<file path="config.mk">
export PLATFORM = sky130hd
export DESIGN_NAME = tcf_frame_outputs
export DESIGN_NICKNAME = d
export VERILOG_FILES = /design/src/hw/tcf_pkg.sv /design/src/hw/tcf_frame_outputs.sv
export SDC_FILE = /design/constraint.sdc
export NUM_CORES = 1
export LEC_CHECK = 0
export BUFFER_PORTS_ARGS = -buffer_cell sky130_fd_sc_hd__buf_2
export CAP_MARGIN = 10
export CORE_AREA = 3 3 195 197
export CTS_CLUSTER_SIZE = 16
export DETAILED_ROUTE_END_ITERATION = 12
export DIE_AREA = 0 0 198 200
export PLACE_DENSITY = 0.53
export REMOVE_ABC_BUFFERS = 1
export SLEW_MARGIN = 20
export SYNTH_ARGS = -nofsm -noshare
export SYNTH_HDL_FRONTEND = slang
export SYNTH_SLANG_ARGS = --single-unit
</file>
<file path="constraint.sdc">
create_clock -name i_clock -period 4 [get_ports i_clock]
set_input_delay 0.4 -clock i_clock [delete_from_list [all_inputs] [get_ports i_clock]]
set_output_delay 0.4 -clock i_clock [all_outputs]
set_load 0.05 [all_outputs]
</file>
<file path="src/hw/tcf_pkg.sv">
// Purpose: Constants for the telecom clock and frame output stage
// Assumes: Timebase clock of 10 MHz drives every output
// Notes: Pulse widths round up to whole timebase cycles

package tcf_pkg;

  // ----------------------------------------------------------------
  // Timebase
  // ----------------------------------------------------------------
  localparam longint CLOCK_HZ = 10000000;
  localparam int CLOCK_PERIOD_NS = 100;
  localparam int NCO_WIDTH = 32;

  // ----------------------------------------------------------------
  // Frame timing
  // ----------------------------------------------------------------
  localparam int FRAME_PERIOD_NS = 125000;
  localparam int CNT_WIDTH = 11;
  localparam logic [10:0] FRAME_CYCLES = 11'(FRAME_PERIOD_NS / CLOCK_PERIOD_NS);
  localparam logic [10:0] FRAME_LAST = 11'(FRAME_PERIOD_NS / CLOCK_PERIOD_NS - 1);

  localparam int OC3_HZ = 19440000;
  localparam int OC3_PULSE_NS = 1000000000 / OC3_HZ;
  localparam int PULSE_30_NS = 30;
  localparam int PULSE_61_NS = 61;
  localparam int PULSE_122_NS = 122;
  localparam int PULSE_244_NS = 244;
  localparam int PULSE_488_NS = 488;

  // Least times: round up, never below one cycle
  localparam logic [10:0] OC3_PULSE_CYC =
    11'((OC3_PULSE_NS + CLOCK_PERIOD_NS - 1) / CLOCK_PERIOD_NS);
  localparam logic [10:0] PULSE_30_CYC =
    11'((PULSE_30_NS + CLOCK_PERIOD_NS - 1) / CLOCK_PERIOD_NS);
  localparam logic [10:0] PULSE_61_CYC =
    11'((PULSE_61_NS + CLOCK_PERIOD_NS - 1) / CLOCK_PERIOD_NS);
  localparam logic [10:0] PULSE_122_CYC =
    11'((PULSE_122_NS + CLOCK_PERIOD_NS - 1) / CLOCK_PERIOD_NS);
  localparam logic [10:0] PULSE_244_CYC =
    11'((PULSE_244_NS + CLOCK_PERIOD_NS - 1) / CLOCK_PERIOD_NS);
  localparam logic [10:0] PULSE_488_CYC =
    11'((PULSE_488_NS + CLOCK_PERIOD_NS - 1) / CLOCK_PERIOD_NS);

  // Frame pin levels between pulses: oc3 0, 30ns 1, 61ns 1, 122ns 0, 244ns 1, rx sync 0
  localparam logic [5:0] FRAME_IDLE = 6'h16;

  // ----------------------------------------------------------------
  // Line clock synthesis
  // ----------------------------------------------------------------
  localparam int NUM_CLK = 9;
  localparam int CLK_32M = 0;
  localparam int CLK_16M = 1;
  localparam int CLK_8M = 2;
  localparam int CLK_4M = 3;
  localparam int CLK_2M = 4;
  localparam int CLK_T1X2 = 5;
  localparam int CLK_T1 = 6;
  localparam int CLK_DS2 = 7;
  localparam int CLK_OC3 = 8;

  localparam longint CLK_HZ [NUM_CLK] = '{
    32768000, 16384000, 8192000, 4096000, 2048000,
    3088000, 1544000, 6312000, 19440000
  };

  // Reference rate codes on the rate-select inputs
  localparam logic [1:0] RATE_19M44 = 2'h0;
  localparam logic [1:0] RATE_8K = 2'h1;
  localparam logic [1:0] RATE_1M544 = 2'h2;
  localparam logic [1:0] RATE_2M048 = 2'h3;

endpackage

</file>
<file path="src/hw/tcf_frame_outputs.sv">
// Purpose: Line clocks and 8 kHz frame markers from the locked timebase
// Assumes: i_clock is the locked 10 MHz timebase; inputs are synchronous
// Notes: Clocks come from phase accumulators; rates above 5 MHz alias

`timescale 1ns/1ps
`default_nettype none

module tcf_frame_outputs
  import tcf_pkg::*;
(
  input wire logic i_clock,
  input wire logic i_reset,
  input wire logic i_clock_en,
  input wire logic i_reference_select,
  input wire logic [1:0] i_reference_a_rate,
  input wire logic [1:0] i_reference_b_rate,
  output logic o_clock_32m_out,
  output logic o_clock_16m_out,
  output logic o_clock_8m_out,
  output logic o_clock_4m_out,
  output logic o_clock_2m_out,
  output logic o_t1_double_clock_out,
  output logic o_t1_clock_out,
  output logic o_ds2_clock_out,
  output logic o_oc3_clock_out,
  output logic o_auto_e1_t1_clock_out,
  output logic o_oc3_frame_out,
  output logic o_frame_30ns_low_out_n,
  output logic o_frame_61ns_low_out_n,
  output logic o_frame_122ns_high_out,
  output logic o_frame_244ns_low_out_n,
  output logic o_receive_sync_out,
  output logic o_transmit_sync_out
);

  // ----------------------------------------------------------------
  // Helpers
  // ----------------------------------------------------------------
  function automatic logic rate_is_t1(input logic [1:0] rate);
    return rate == RATE_1M544;
  endfunction

  function automatic logic [NCO_WIDTH-1:0] nco_inc(input int idx);
    return NCO_WIDTH'((CLK_HZ[idx] << NCO_WIDTH) / CLOCK_HZ);
  endfunction

  // ----------------------------------------------------------------
  // Line clocks
  // ----------------------------------------------------------------
  logic [NCO_WIDTH-1:0] acc_r [NUM_CLK];
  logic [NCO_WIDTH-1:0] acc_nxt [NUM_CLK];
  logic [NUM_CLK-1:0] clk_out_r;
  logic [NUM_CLK-1:0] clk_out_nxt;
  logic auto_t1_r;
  logic auto_t1_nxt;
  logic auto_clk_r;
  logic auto_clk_nxt;

  always_comb begin
    for (int k = 0; k < NUM_CLK; k++) begin
      acc_nxt[k] = acc_r[k];
      clk_out_nxt[k] = clk_out_r[k];
    end
    auto_t1_nxt = auto_t1_r;
    auto_clk_nxt = auto_clk_r;
    if (i_clock_en) begin
      // All clocks step together off the one timebase
      for (int k = 0; k < NUM_CLK; k++) begin
        acc_nxt[k] = acc_r[k] + nco_inc(k);
        clk_out_nxt[k] = acc_nxt[k][NCO_WIDTH-1];
      end
      // Select input a when low, b when high
      auto_t1_nxt = i_reference_select ? rate_is_t1(i_reference_b_rate)
                                       : rate_is_t1(i_reference_a_rate);
      // T1 rate follows a 1.544 MHz reference, E1 otherwise
      auto_clk_nxt = auto_t1_nxt ? acc_nxt[CLK_T1][NCO_WIDTH-1]
                                 : acc_nxt[CLK_2M][NCO_WIDTH-1];
    end
  end

  always_ff @(posedge i_clock) begin
    if (i_reset) begin
      for (int k = 0; k < NUM_CLK; k++) begin
        acc_r[k] <= '0;
      end
      clk_out_r <= '0;
      auto_t1_r <= 1'b0;
      auto_clk_r <= 1'b0;
    end else begin
      acc_r <= acc_nxt;
      clk_out_r <= clk_out_nxt;
      auto_t1_r <= auto_t1_nxt;
      auto_clk_r <= auto_clk_nxt;
    end
  end

  assign o_clock_32m_out = clk_out_r[CLK_32M];
  assign o_clock_16m_out = clk_out_r[CLK_16M];
  assign o_clock_8m_out = clk_out_r[CLK_8M];
  assign o_clock_4m_out = clk_out_r[CLK_4M];
  assign o_clock_2m_out = clk_out_r[CLK_2M];
  assign o_t1_double_clock_out = clk_out_r[CLK_T1X2];
  assign o_t1_clock_out = clk_out_r[CLK_T1];
  assign o_ds2_clock_out = clk_out_r[CLK_DS2];
  assign o_oc3_clock_out = clk_out_r[CLK_OC3];
  assign o_auto_e1_t1_clock_out = auto_clk_r;

  // ----------------------------------------------------------------
  // Frame markers
  // ----------------------------------------------------------------
  logic [CNT_WIDTH-1:0] frame_cnt_r;
  logic [CNT_WIDTH-1:0] frame_cnt_nxt;
  logic [5:0] frame_r;
  logic [5:0] frame_nxt;
  logic tx_sync_r;
  logic tx_sync_nxt;

  // frame_r bits hold pin levels: oc3, 30ns, 61ns, 122ns, 244ns, rx sync
  always_comb begin
    frame_cnt_nxt = frame_cnt_r;
    frame_nxt = frame_r;
    tx_sync_nxt = tx_sync_r;
    if (i_clock_en) begin
      // One counter for every marker
      frame_cnt_nxt = (frame_cnt_r == FRAME_LAST) ? '0 : frame_cnt_r + 11'h001;
      frame_nxt[0] = frame_cnt_nxt < OC3_PULSE_CYC;
      frame_nxt[1] = frame_cnt_nxt >= PULSE_30_CYC;
      frame_nxt[2] = frame_cnt_nxt >= PULSE_61_CYC;
      frame_nxt[3] = frame_cnt_nxt < PULSE_122_CYC;
      frame_nxt[4] = frame_cnt_nxt >= PULSE_244_CYC;
      frame_nxt[5] = frame_cnt_nxt < PULSE_488_CYC;
      tx_sync_nxt = frame_cnt_nxt < PULSE_488_CYC;
    end
  end

  always_ff @(posedge i_clock) begin
    if (i_reset) begin
      // Parked on the last count so the first frame starts on release
      frame_cnt_r <= FRAME_LAST;
      frame_r <= FRAME_IDLE;
      tx_sync_r <= 1'b0;
    end else begin
      frame_cnt_r <= frame_cnt_nxt;
      frame_r <= frame_nxt;
      tx_sync_r <= tx_sync_nxt;
    end
  end

  // Polarity lives in the flip-flops so every pin comes straight from one
  assign o_oc3_frame_out = frame_r[0];
  assign o_frame_30ns_low_out_n = frame_r[1];
  assign o_frame_61ns_low_out_n = frame_r[2];
  assign o_frame_122ns_high_out = frame_r[3];
  assign o_frame_244ns_low_out_n = frame_r[4];
  assign o_receive_sync_out = frame_r[5];
  assign o_transmit_sync_out = tx_sync_r;

  // ----------------------------------------------------------------
  // Assertions
  // ----------------------------------------------------------------
  a_counter_wrap: assert property (@(posedge i_clock) disable iff (i_reset)
    i_clock_en && frame_cnt_r == FRAME_LAST |=> frame_cnt_r == '0)
    else $error("frame counter did not wrap");

  // Independent decode of the selected reference for the checks below
  logic sel_is_t1;
  assign sel_is_t1 = i_reference_select ? (i_reference_b_rate == RATE_1M544)
                                        : (i_reference_a_rate == RATE_1M544);

  a_auto_clock_src: assert property (@(posedge i_clock) disable iff (i_reset)
    i_clock_en |=> o_auto_e1_t1_clock_out == ($past(sel_is_t1) ? o_t1_clock_out
                                                               : o_clock_2m_out))
    else $error("auto clock follows wrong source");

  a_auto_select: assert property (@(posedge i_clock) disable iff (i_reset)
    i_clock_en |=> auto_t1_r == $past(sel_is_t1))
    else $error("auto clock rate does not match selected reference");

  a_oc3_frame_width: assert property (@(posedge i_clock)
    disable iff (i_reset || !i_clock_en)
    $rose(o_oc3_frame_out) |-> frame_cnt_r == '0 ##1 !o_oc3_frame_out)
    else $error("oc3 frame pulse width wrong");

  a_f30_width: assert property (@(posedge i_clock) disable iff (i_reset || !i_clock_en)
    $fell(o_frame_30ns_low_out_n) |-> ##1 o_frame_30ns_low_out_n)
    else $error("30 ns frame pulse width wrong");

  a_f61_align: assert property (@(posedge i_clock) disable iff (i_reset)
    !o_frame_61ns_low_out_n == (frame_cnt_r < PULSE_61_CYC))
    else $error("61 ns frame pulse misaligned");

  a_f122_width: assert property (@(posedge i_clock) disable iff (i_reset || !i_clock_en)
    $rose(o_frame_122ns_high_out) |-> o_frame_122ns_high_out[*2] ##1 !o_frame_122ns_high_out)
    else $error("122 ns frame pulse width wrong");

  a_f244_width: assert property (@(posedge i_clock) disable iff (i_reset || !i_clock_en)
    $fell(o_frame_244ns_low_out_n) |-> !o_frame_244ns_low_out_n[*3] ##1 o_frame_244ns_low_out_n)
    else $error("244 ns frame pulse width wrong");

  a_rx_sync_width: assert property (@(posedge i_clock) disable iff (i_reset || !i_clock_en)
    $rose(o_receive_sync_out) |-> frame_cnt_r == '0 ##0 o_receive_sync_out[*5]
      ##1 !o_receive_sync_out)
    else $error("receive sync pulse width wrong");

  a_tx_sync_match: assert property (@(posedge i_clock) disable iff (i_reset)
    o_transmit_sync_out == o_receive_sync_out
      && o_transmit_sync_out == (frame_cnt_r < PULSE_488_CYC))
    else $error("transmit sync pulse misaligned");

  a_ds2_runs: assert property (@(posedge i_clock) disable iff (i_reset || !i_clock_en)
    o_ds2_clock_out |-> ##[1:4] !o_ds2_clock_out)
    else $error("ds2 clock stuck high");

  a_t1_runs: assert property (@(posedge i_clock) disable iff (i_reset || !i_clock_en)
    !o_t1_clock_out |-> ##[1:8] o_t1_clock_out)
    else $error("t1 clock stuck low");

  c_frame_start: cover property (@(posedge i_clock) disable iff (i_reset)
    $rose(o_receive_sync_out));
  c_auto_t1: cover property (@(posedge i_clock) disable iff (i_reset) auto_t1_r);
  c_auto_switch: cover property (@(posedge i_clock) disable iff (i_reset) $fell(auto_t1_r));
  c_frame_wrap: cover property (@(posedge i_clock) disable iff (i_reset)
    frame_cnt_r == FRAME_LAST);

endmodule

`default_nettype wire

</file>
==> results.md, run 1 <==
* Cell taking the most area after synthesis: dfxtp_1
* Synthesized area at 14500 um^2
* Cell breakdown of the critical path: inv_1, ha_1, and3b_1, o21ai_0, o31ai_1, o32a_2, nand4_1, xor2_1, nor2_1
* Multiplexer share of the synthesized area at 0.00277
* Cts repair resizes at 0
* Syn Inst Count at 1757
* Final TNS setup at 0 ns
* Postcts setup bufs at 0
* Area fraction in compound gates after synthesis at 0.159
* Fin area at 16100 um^2
* Final Slew Violations at 0
* Hold buffers post-CTS at 0
* CORE AREA at 36400 um^2
* Slew HR at 0.421
* Worst-margin pin slew at 0.862 ns
* Vias per Instance at 5.18
* Sequential share of power at 0.440
* Syn_area_per_cell at 8.24 um^2
* CP Launch Type: flop
* Synth cell count leaders: nor2_1, dfxtp_1, nand2_1, xor2_1, xnor2_1
* WHS at 0.272 ns
* Power Internal at 6.06 mW
* CP arrival at 2.76 ns
* Die X-Extent at 198 um
* Top-count cell post-synth: nor2_1
* WP depth at 9
* Worst reg2reg path depth at 9
* Min-delay worst type: input port to flop
* Final Hold Fails at 0
* Main synth FF type: dfxtp_1
* WS Path Type: flop to flop
* Final min period at 2.39 ns
* Register area share after synthesis at 0.412
* Wire per inst at 13.1 um
* Final setup vio count at 0
* Main combinational cell family by area after synthesis: simple AND/OR/NAND/NOR gates
* Worst VDD drop at 316 uV
* Deepest clock path buffer count at 3
* Port bufs at 24
* Simple-gate share of the synthesized area at 0.233
* EDFF count, synth at 0
* CP top delay family: compound AO/OA/AOI/OAI gates
* Die Area at 39600 um^2
* Initial antenna violation count at 0
* Buf/Inv on CP at 1
* F_max at 418 MHz
* Layout cells sized above 1 at 0.0704
* Tot Pwr at 8.62 mW
* Gpl congestion at 0.777
* Net Sw Power at 2.56 mW
* Worst setup margin at 1.61 ns
* Flops & latches, synth at 298
* Worst-skew pair later-pin latency at 0.51 ns
* RSZ-0062 raised after global routing: no
* Max incr delay on CP at 0.56 ns
* Residual DRC at 0
* LEAKAGE at 6.18 nW
* Net Sw Frac at 0.297
* CTS Buf Count at 36
* H-tree Lvls at 2
* Clk sinks at 298
* Worst slack at placement at 1.63 ns
* CP max stage cell: o31ai_1
* Synth warnings at 0
* Ys async rst share at 0
* Number of nets still failing antenna checks after routing at 0
* Status: complete, no violations
* Worst hold stages at 2
* Largest net degree at the start of global routing at 82
* Cell row count at 70
* DIE HEIGHT at 200 um
* Period Utilization, post-route at 0.598
* Critical Path RT at 4.37 ns
* Area delta synth->final at 11.5%
* Clock share of power at 0.370
* CTS tree: done
* Synth Area in XOR/XNOR at 0.153
* Logic pwr share at 0.190
* Initial drt markers at 441
* Skew final at 0.0128 ns
* Global Route Usage Sum at 0.148
* Clock slew at reported path FFs at 0.06 ns
* Initial Util at 0.397
* Post-DP HPWL at 18800 um
* Main area contributors after synthesis: dfxtp_1, nor2_1, xor2_1
* Power density over cell area at 534 nW/um^2
* CP Capture Type: flop
* Synth Area in Adders at 0.00951
* Ant. Diodes at 0
* Placed cell areas at 15000 um^2
* GR Overflow Total at 0
* Global-route wire length before repair at 50500 um
* First-pass DRT Iterations at 4
* Vias at 11.6k
* Vias in the first global route at 10.9k
* Count of cell types in the netlist at 86
* Top-area cell type share of the netlist area at 0.412
* I/O pin count at 25
* Drt total wl at 29300 um
* Max_cap viols at 0
* Total Nets Final at 1770
* Clock Tree Root: clkbuf_16
* Crit-path max FO at 6
==> metrics by stage <==
stage / util / std cells
2_1_floorplan: - / 1677
3_3_place_gp: 0.411 / 2181
3_5_place_dp: 0.411 / 2181
4_1_cts: 0.443 / 2243
5_1_grt: 0.443 / 2243
6_report: 0.443 / 2243
==> worst register-to-register path: cells and delay by family (launching register included) <==
family | cells | cell delay [ns]
AOI/OAI and AO/OA | 3 | 1.04
DFF | 1 | 0.38
and+or+nand+nor | 3 | 0.37
adders and majority gates | 1 | 0.22
xor gates and xnor gates | 1 | 0.16
buffers and inverters | 1 | 0.06
==> kinds of logic (layout without fill, tap and decap cells) <==
| family | count (synthesis) | in the layout |
|---|---|---|
| AOI/OAI and AO/OA | 352 | 352 |
| xor gates and xnor gates | 253 | 253 |
| adders and majority gates | 11 | 11 |
| buffers and inverters | 111 | 129 |
| DFF | 298 | 298 |
| muxes | 4 | 4 |
| and+or+nand+nor | 728 | 728 |
==> registers in the layout (all words and copies together), names as in the netlist <==
name	cells
frame_cnt_r	11
frame_r	5
clk_out_r	8
o_auto_e1_t1_clock_out	1
acc_r	273
==> metal layers <==
layer | wire (um) | up-vias | GRT usage
met5 | 0 | - | 0
met4 | 506 | 0 | 0.0380
met3 | 1110 | 38 | 0.0267
met2 | 13300 | 124 | 0.252
met1 | 14400 | 5427 | 0.194
li1 | - | 6023 | -
==> final cells by class <==
class | instances | area (um^2)
tap | 468 | 586
sequential | 298 | 5970
inverter | 31 | 119
clock inverter | 3 | 40.0
fill | 3693 | 20300
multi-input combinational | 1348 | 8070
clock buffer | 59 | 1130
timing repair buffer | 36 | 226
==> power by group through the flow <==
stage	clock network (mW)	logic, mW	registers (mW)
final	3.19	1.64	3.79
after global placement	0	1.62	3.85
after CTS	3.32	1.66	3.79
after detailed placement	0	1.64	3.85
after global routing	3.42	1.88	3.86
after floorplan	0	1.26	3.83
==> cell usage in the layout (no fill, tap or decap), types with 24 or more instances in the layout <==
cell type    n
xor2_1     128
o21ai_0     90
a21oi_1    103
inv_1       30
dfxtp_1    298
or3_1       38
nor3_1      47
xnor2_1    125
nor2_1     344
clkbuf_16   37
nand2_1    138
nand3_1     33
o211ai_1    24
nand4_1     27
==> path summary, 6_finish.rpt <==
check	start	endpoint	slack, ns
worst max-delay path	acc_r[65]	acc_r[85]	1.61
worst min-delay path	i_reset	acc_r[154]	0.27
worst max register to register	acc_r[65]	acc_r[85]	1.61
worst min register to register	acc_r[126]	acc_r[126]	0.48
Power figures use the tool's default switching activity.
==> run 2: changes to the inputs <==
--- a/config.mk
+++ b/config.mk
@@ -11,7 +11,7 @@
 export CTS_CLUSTER_SIZE = 16
 export DETAILED_ROUTE_END_ITERATION = 12
 export DIE_AREA = 0 0 198 200
-export PLACE_DENSITY = 0.53
+export PLACE_DENSITY = 0.55
 export REMOVE_ABC_BUFFERS = 1
 export SLEW_MARGIN = 20
 export SYNTH_ARGS = -nofsm -noshare
==> constraint.sdc (replaced) <==
create_clock -name i_clock -period 2.1 [get_ports i_clock]
set_input_delay 0.21 -clock i_clock [delete_from_list [all_inputs] [get_ports i_clock]]
set_output_delay 0.21 -clock i_clock [all_outputs]
set_load 0.05 [all_outputs]
==> run 2 against run 1 <==
Compared with the run above:
- non-clock buffer count up 60
- via count grew 1.8%
- highest routed layer unchanged
- final cell count is 2.7% higher
- first-iteration DRC count rose by 34%
==> results.md, run 2 (synthesized netlist as in run 1, its figures left out) <==
* Clock Tree Root: clkbuf_16
* Slew HR at 0.519 (+0.0978)
* Final Core Density at 0.465 (+0.0220)
* Final Slew Violations at 0 (unchanged)
* Global-route wire length before repair at 52600 um (+4.0%)
* Residual DRC at 0 (unchanged)
* Clk sinks at 298 (unchanged)
* Power density over cell area at 1010 nW/um^2 (+89%)
* Critical Path RT at 2.48 ns (-1.89 ns)
* Worst-margin pin slew at 0.722 ns (-0.140 ns)
* Tot Pwr at 17.1 mW (+98%)
* CP Capture Type: flop
* Storage cell area at 5990 um^2 (+0.36%)
* CP Launch Type: flop
* CP max stage cell: or3_1
* First-pass DRT Iterations at 4 (unchanged)
* Final setup vio count at 0 (unchanged)
* Worst-skew pair later-pin latency at 0.52 ns (about the same)
* Initial antenna violation count at 0 (unchanged)
* Worst slack at placement at -0.0590 ns (-1.69 ns)
* Port bufs at 24 (unchanged)
* Buf/Inv on CP at 0 (-1)
* Cell row count at 70 (unchanged)
* Die Area at 39600 um^2 (unchanged)
* Ant. Diodes at 0 (unchanged)
* Number of nets still failing antenna checks after routing at 0 (unchanged)
* Period Utilization, post-route at 0.945 (+0.347)
* Cell breakdown of the critical path: or3_1, o221a_4, o21ai_4, nand2_2, or3_1, xor2_1, nor2_1
* Drt total wl at 29600 um (+1.2%)
* Layout cells sized above 1 at 0.126 (+0.0560)
* Final TNS setup at 0 ns (unchanged)
* CTS tree: done
* DIE HEIGHT at 200 um (unchanged)
* Fin area at 16900 um^2 (+5.0%)
* Crit-path max FO at 6 (unchanged)
* Fin cells at 2303 (+2.7%)
* Largest net degree at the start of global routing at 168 (+100%)
* GR Overflow Total at 0 (unchanged)
* Commonest non-fill, non-tap cell in the layout: nor2_1
* Max_cap viols at 0 (unchanged)
* Status: complete, no violations
* WHS at 0.107 ns (-0.164 ns)
* Largest register FFs at 273 (unchanged)
* Placed cell areas at 15400 um^2 (+2.6%)
* H-tree Lvls at 2 (unchanged)
* Max incr delay on CP at 0.42 ns (-0.14 ns)
* Area of the multi-input gates at 8290 um^2 (+2.7%)
* Total Nets Final at 1830 (+3.4%)
* Initial drt markers at 592 (+34%)
* Area delta synth->final at 17.0%
* Final min period at 1.98 ns (-0.409 ns)
* Most frequent cells in the layout: nor2_1, dfxtp_1, nand2_1
* Skew final at 0.0186 ns (+0.00585 ns)
* Deepest clock path buffer count at 3 (unchanged)
* Clock slew at reported path FFs at 0.06 ns (about the same)
* Worst setup margin at 0.116 ns (-1.49 ns)
* Final Hold Fails at 0 (unchanged)
* Vias per Instance at 5.13 (-0.88%)
* I/O pin count at 25 (unchanged)
* Global Route Usage Sum at 0.153 (+0.00542)
* Worst VDD drop at 617 uV (+95%)
* CP arrival at 2.36 ns (-0.40 ns)
* CORE AREA at 36400 um^2 (unchanged)
* Post-DP HPWL at 18900 um (+1.0%)
* CTS Buf Count at 36 (unchanged)
* Largest regs: acc_r (273), frame_cnt_r (11), clk_out_r (8)
* RSZ-0062 raised after global routing: yes
* Die X-Extent at 198 um (unchanged)
* Gpl congestion at 0.774 (-0.39%)
* WS Path Type: flop to flop
* Largest Register: acc_r
* Vias at 11.8k (+1.8%)
* Min-delay worst type: input port to flop
* Most used cell, CP: or3_1
* Number of fill cells at 3618 (-2.0%)
* Initial Util at 0.397 (unchanged)
* Wire per inst at 12.9 um (-1.5%)
* Vias in the first global route at 11.3k (+3.1%)
* Post-Place Cells at 2228 (+2.2%)
* F_max at 504 MHz (+21%)
* LEAKAGE at 6.54 nW (+5.9%)
* CP top delay family: simple AND/OR/NAND/NOR gates
==> run 2: worst paths after layout <==
kind | start | cells after the start | end | slack (ns)
worst max-delay path | acc_r[261] | 7 | acc_r[276] | 0.12
worst min-delay path | i_clock_en | 4 | acc_r[107] | 0.11
worst max register to register | acc_r[261] | 7 | acc_r[276] | 0.12
worst min register to register | acc_r[150] | 2 | acc_r[150] | 0.49
==> run 2: report_power, final <==
| group | leakage (nW) | total (mW) | switching (mW) | internal [mW] |
|---|---|---|---|---|
| registers | 2.46 | 7.22 | 0.824 | 6.40 |
| clock network | 0.611 | 6.44 | 2.40 | 4.05 |
| logic | 3.47 | 3.44 | 1.83 | 1.60 |
| total | 6.54 | 17.1 | 5.05 | 12.0 |
==> run 2: repair_timing <==
action | 4_1_cts | 5_1_grt
hold endpoints to repair | 12 | 0
resized for setup | 2 | 61
setup endpoints to repair | 6 | 61
hold buffers | 1 | 0
setup buffers | 0 | 12
pin swaps | 0 | 22
gates cloned | 0 | 0
==> run 2: area by class of cell <==
cell class                 count  share of cell area
clock inverter                15              0.0126
multi-input combinational   1348               0.489
inverter                      31             0.00702
clock buffer                  47              0.0604
tap                          468              0.0346
sequential                   298               0.354
timing repair buffer          96              0.0426
==> run 2: layer usage <==
metal,vias to the layer above,global-route usage,part of all wire
li1,6164,-,-
met1,5521,0.211,0.51
met2,95,0.251,0.44
met3,38,0.0248,0.028
met4,0,0.0406,0.018
met5,-,0,0
==> run 2: worst reg2reg max path, delay by kind of cell, from the launching register on <==
family	cells	cell delay (ns)
flip-flops	1	0.35
XOR/XNOR	1	0.13
AO/OA/AOI/OAI	2	0.43
AND/OR/NAND/NOR	4	0.93
==> run 3: changes to the inputs <==
--- a/config.mk
+++ b/config.mk
@@ -11,6 +11,7 @@
 export CTS_CLUSTER_SIZE = 16
 export DETAILED_ROUTE_END_ITERATION = 12
 export DIE_AREA = 0 0 198 200
+export GPL_TIMING_DRIVEN = 0
 export PLACE_DENSITY = 0.55
 export REMOVE_ABC_BUFFERS = 1
 export SLEW_MARGIN = 20
==> run 3 against run 2 <==
Compared with the run above:
- final cell count decreased by 2.0%
- largest cell class unchanged
- highest routed layer unchanged
- clock skew decreased by 0.0090 ns
- sequential cell count unchanged
- sequential power about the same
- critical path depth increased by 3
==> results.md, run 3 (synthesized netlist as in run 1, its figures left out) <==
* Min-delay worst type: input port to flop
* Most frequent cells in the layout: nor2_1, dfxtp_1, nand2_1
* Number of nets still failing antenna checks after routing at 0 (unchanged)
* Worst-skew pair later-pin latency at 0.52 ns (about the same)
* Worst-margin pin slew at 0.774 ns (+0.0515 ns)
* Period Utilization, post-route at 0.971 (+0.0263)
* CP Launch Type: flop
* Worst reg2reg path depth at 10 (+3)
* Largest regs: acc_r (273), frame_cnt_r (11), clk_out_r (8)
* Worst VDD drop at 577 uV (-6.6%)
* Clk sinks at 298 (unchanged)
* Vias in the first global route at 10.5k (-6.5%)
* Port bufs at 24 (unchanged)
* Status: complete, no violations
* RR Startpoint: acc_r[66]
* GR Overflow Total at 0 (unchanged)
* Deepest clock path buffer count at 3 (unchanged)
* Power density over cell area at 1020 nW/um^2 (+1.5%)
* Ant. Diodes at 0 (unchanged)
* Grt met3 use at 0.0265 (+0.00168)
* RSZ-0062 raised after global routing: yes
* GRT busiest layer: met2
* CP max stage cell: dfxtp_2
* First-pass DRT Iterations at 4 (unchanged)
* Power Internal at 12.1 mW (+0.62%)
* Max_cap viols at 0 (unchanged)
* Worst setup endpoint: o_auto_e1_t1_clock_out
* Initial antenna violation count at 0 (unchanged)
* Final setup vio count at 0 (unchanged)
* Clock Tree Root: clkbuf_16
* Post-DP HPWL at 17000 um (-10%)
* Slew HR at 0.480 (-0.0391)
* Sequential share of power at 0.421 (about the same)
* Cell breakdown of the critical path: inv_1, ha_4, and3b_1, o21ai_2, o31ai_2, buf_4, a31oi_4, xnor2_2, nand4_1, o311ai_2
* Global-route wire length before repair at 48700 um (-7.3%)
* Hold buffers post-CTS at 0 (-1)
* Final Hold Fails at 0 (unchanged)
* Layout cells sized above 1 at 0.115 (-0.0119)
* WHS at 0.0894 ns (-0.0178 ns)
* Net Sw Frac at 0.296 (+0.000365)
* Crit-path max FO at 4 (-2)
* Worst slack at placement at -0.642 ns (-0.583 ns)
* Total Nets Final at 1781 (-2.7%)
* LEAKAGE at 6.37 nW (-2.7%)
* CP Capture Type: flop
* CTS tree: done
* CP startpoint: acc_r[66]
* Final TNS setup at 0 ns (unchanged)
* CTS Buf Count at 37 (+2.8%)
* Post-Place Cells at 2173 (-2.5%)
* Skew final at 0.00960 ns (-0.00904 ns)
* R2r endpoint: o_auto_e1_t1_clock_out
* Initial drt markers at 609 (+2.9%)
* Largest Register: acc_r
* Die Area at 39600 um^2 (unchanged)
* Gpl congestion at 0.741 (-4.4%)
* Die X-Extent at 198 um (unchanged)
* Largest register FFs at 273 (unchanged)
* DIE HEIGHT at 200 um (unchanged)
* Clock share of power at 0.389 (+0.012)
* Largest net degree at the start of global routing at 114 (-32%)
* Critical Path RT at 2.52 ns (+0.04 ns)
* Residual DRC at 0 (unchanged)
* Commonest non-fill, non-tap cell in the layout: nor2_1
* Max incr delay on CP at 0.33 ns (-0.09 ns)
* Final Slew Violations at 0 (unchanged)
* Final min period at 2.04 ns (+0.0553 ns)
* Fin cells at 2258 (-2.0%)
* GR Util met1 at 0.193 (-0.0180)
* CP arrival at 2.46 ns (+0.10 ns)
* H-tree Lvls at 2 (unchanged)
* Clock slew at reported path FFs at 0.06 ns (about the same)
* I/O pin count at 25 (unchanged)
* Drt total wl at 28600 um (-3.6%)
* Wire per inst at 12.7 um (-1.7%)
* F_max at 490 MHz (-2.7%)
* Worst hold stages at 2 (-2)
* Global Route Usage Sum at 0.141 (-0.0121)
* Worst reg2reg setup slack at 0.06 ns (-0.06 ns)
* Net Sw Power at 5.09 mW (+0.80%)
* Vias at 11.6k (-2.0%)
* WS Path Type: flop to flop
* Cell row count at 70 (unchanged)
* CORE AREA at 36400 um^2 (unchanged)
* Logic pwr share at 0.190 (-0.011)
* Worst setup margin at 0.0602 ns (-0.0553 ns)
* Grt met2 use at 0.230 (-0.0211)
* Initial Util at 0.397 (unchanged)
* Final Core Density at 0.461 (-0.00378)
* Area delta synth->final at 16.0%
* Vias per Instance at 5.13 (about the same)
## run 3: cell count changes in the layout (fill, tap and decap cells not counted), moves of 3 or more
cell / before / now
a31oi_1: 11 / 8
buf_12: 3 / 0
buf_16: 0 / 5
buf_4: 67 / 18
clkbuf_8: 6 / 10
clkinv_4: 1 / 4
## run 3: worst max-delay path, delay by kind of cell, from the launching register on
family | cells | cell delay (ns)
AO/OA/AOI/OAI | 4 | 0.57
XOR/XNOR | 1 | 0.25
adder cells (fa/ha/maj) | 1 | 0.17
AND/OR/NAND/NOR | 2 | 0.37
flip-flops | 1 | 0.33
buffers and inverters | 2 | 0.25
## run 3: worst min path at each step
stage	end	slack, ns	start
floorplan	acc_r[117]	0.28	i_reset
global placement	acc_r[150]	0.46	acc_r[150]
detailed placement	acc_r[150]	0.47	acc_r[150]
CTS	acc_r[175]	0.11	i_reset
global route	acc_r[177]	0.14	i_reset
finish	acc_r[178]	0.09	i_reset
## run 3: timing repair
item	in CTS	in global routing
setup endpoints to repair	32	67
resized for setup	18	67
buffers inserted	3	15
pin swaps	5	31
## run 3: final cells by class
type                    count  area, um^2
fillers                  3573       19600
multi-input cells        1348        8390
flip-flops and latches    298        5990
clock buffers              53        1130
well taps                 468         586
repair buffers             46         398
clock inverters            14         190
inverters                  31         121
## run 3: stage by stage
stage | area [um^2] | total power [mW]
after floorplan | 14200 | 9.68
final | 16800 | 17.2
after detailed placement | 15000 | 10.4
after global routing | 16800 | 18.2
after CTS | 16400 | 17.3
after global placement | 14900 | 10.4
## run 3: layer usage
layer,up-vias,share of wire,wire length [um]
met5,-,0,0
met4,0,0.018,512
li1,6050,-,-
met3,44,0.032,926
met2,99,0.44,12600
met1,5392,0.51,14500
## run 3: power by group through the flow
stage	clock [mW]	combinational, mW	sequential (mW)
after global routing	7.14	3.72	7.39
after floorplan	0	2.39	7.29
after CTS	6.91	3.17	7.22
after global placement	0	3.09	7.32
after detailed placement	0	3.12	7.32
final	6.70	3.27	7.25
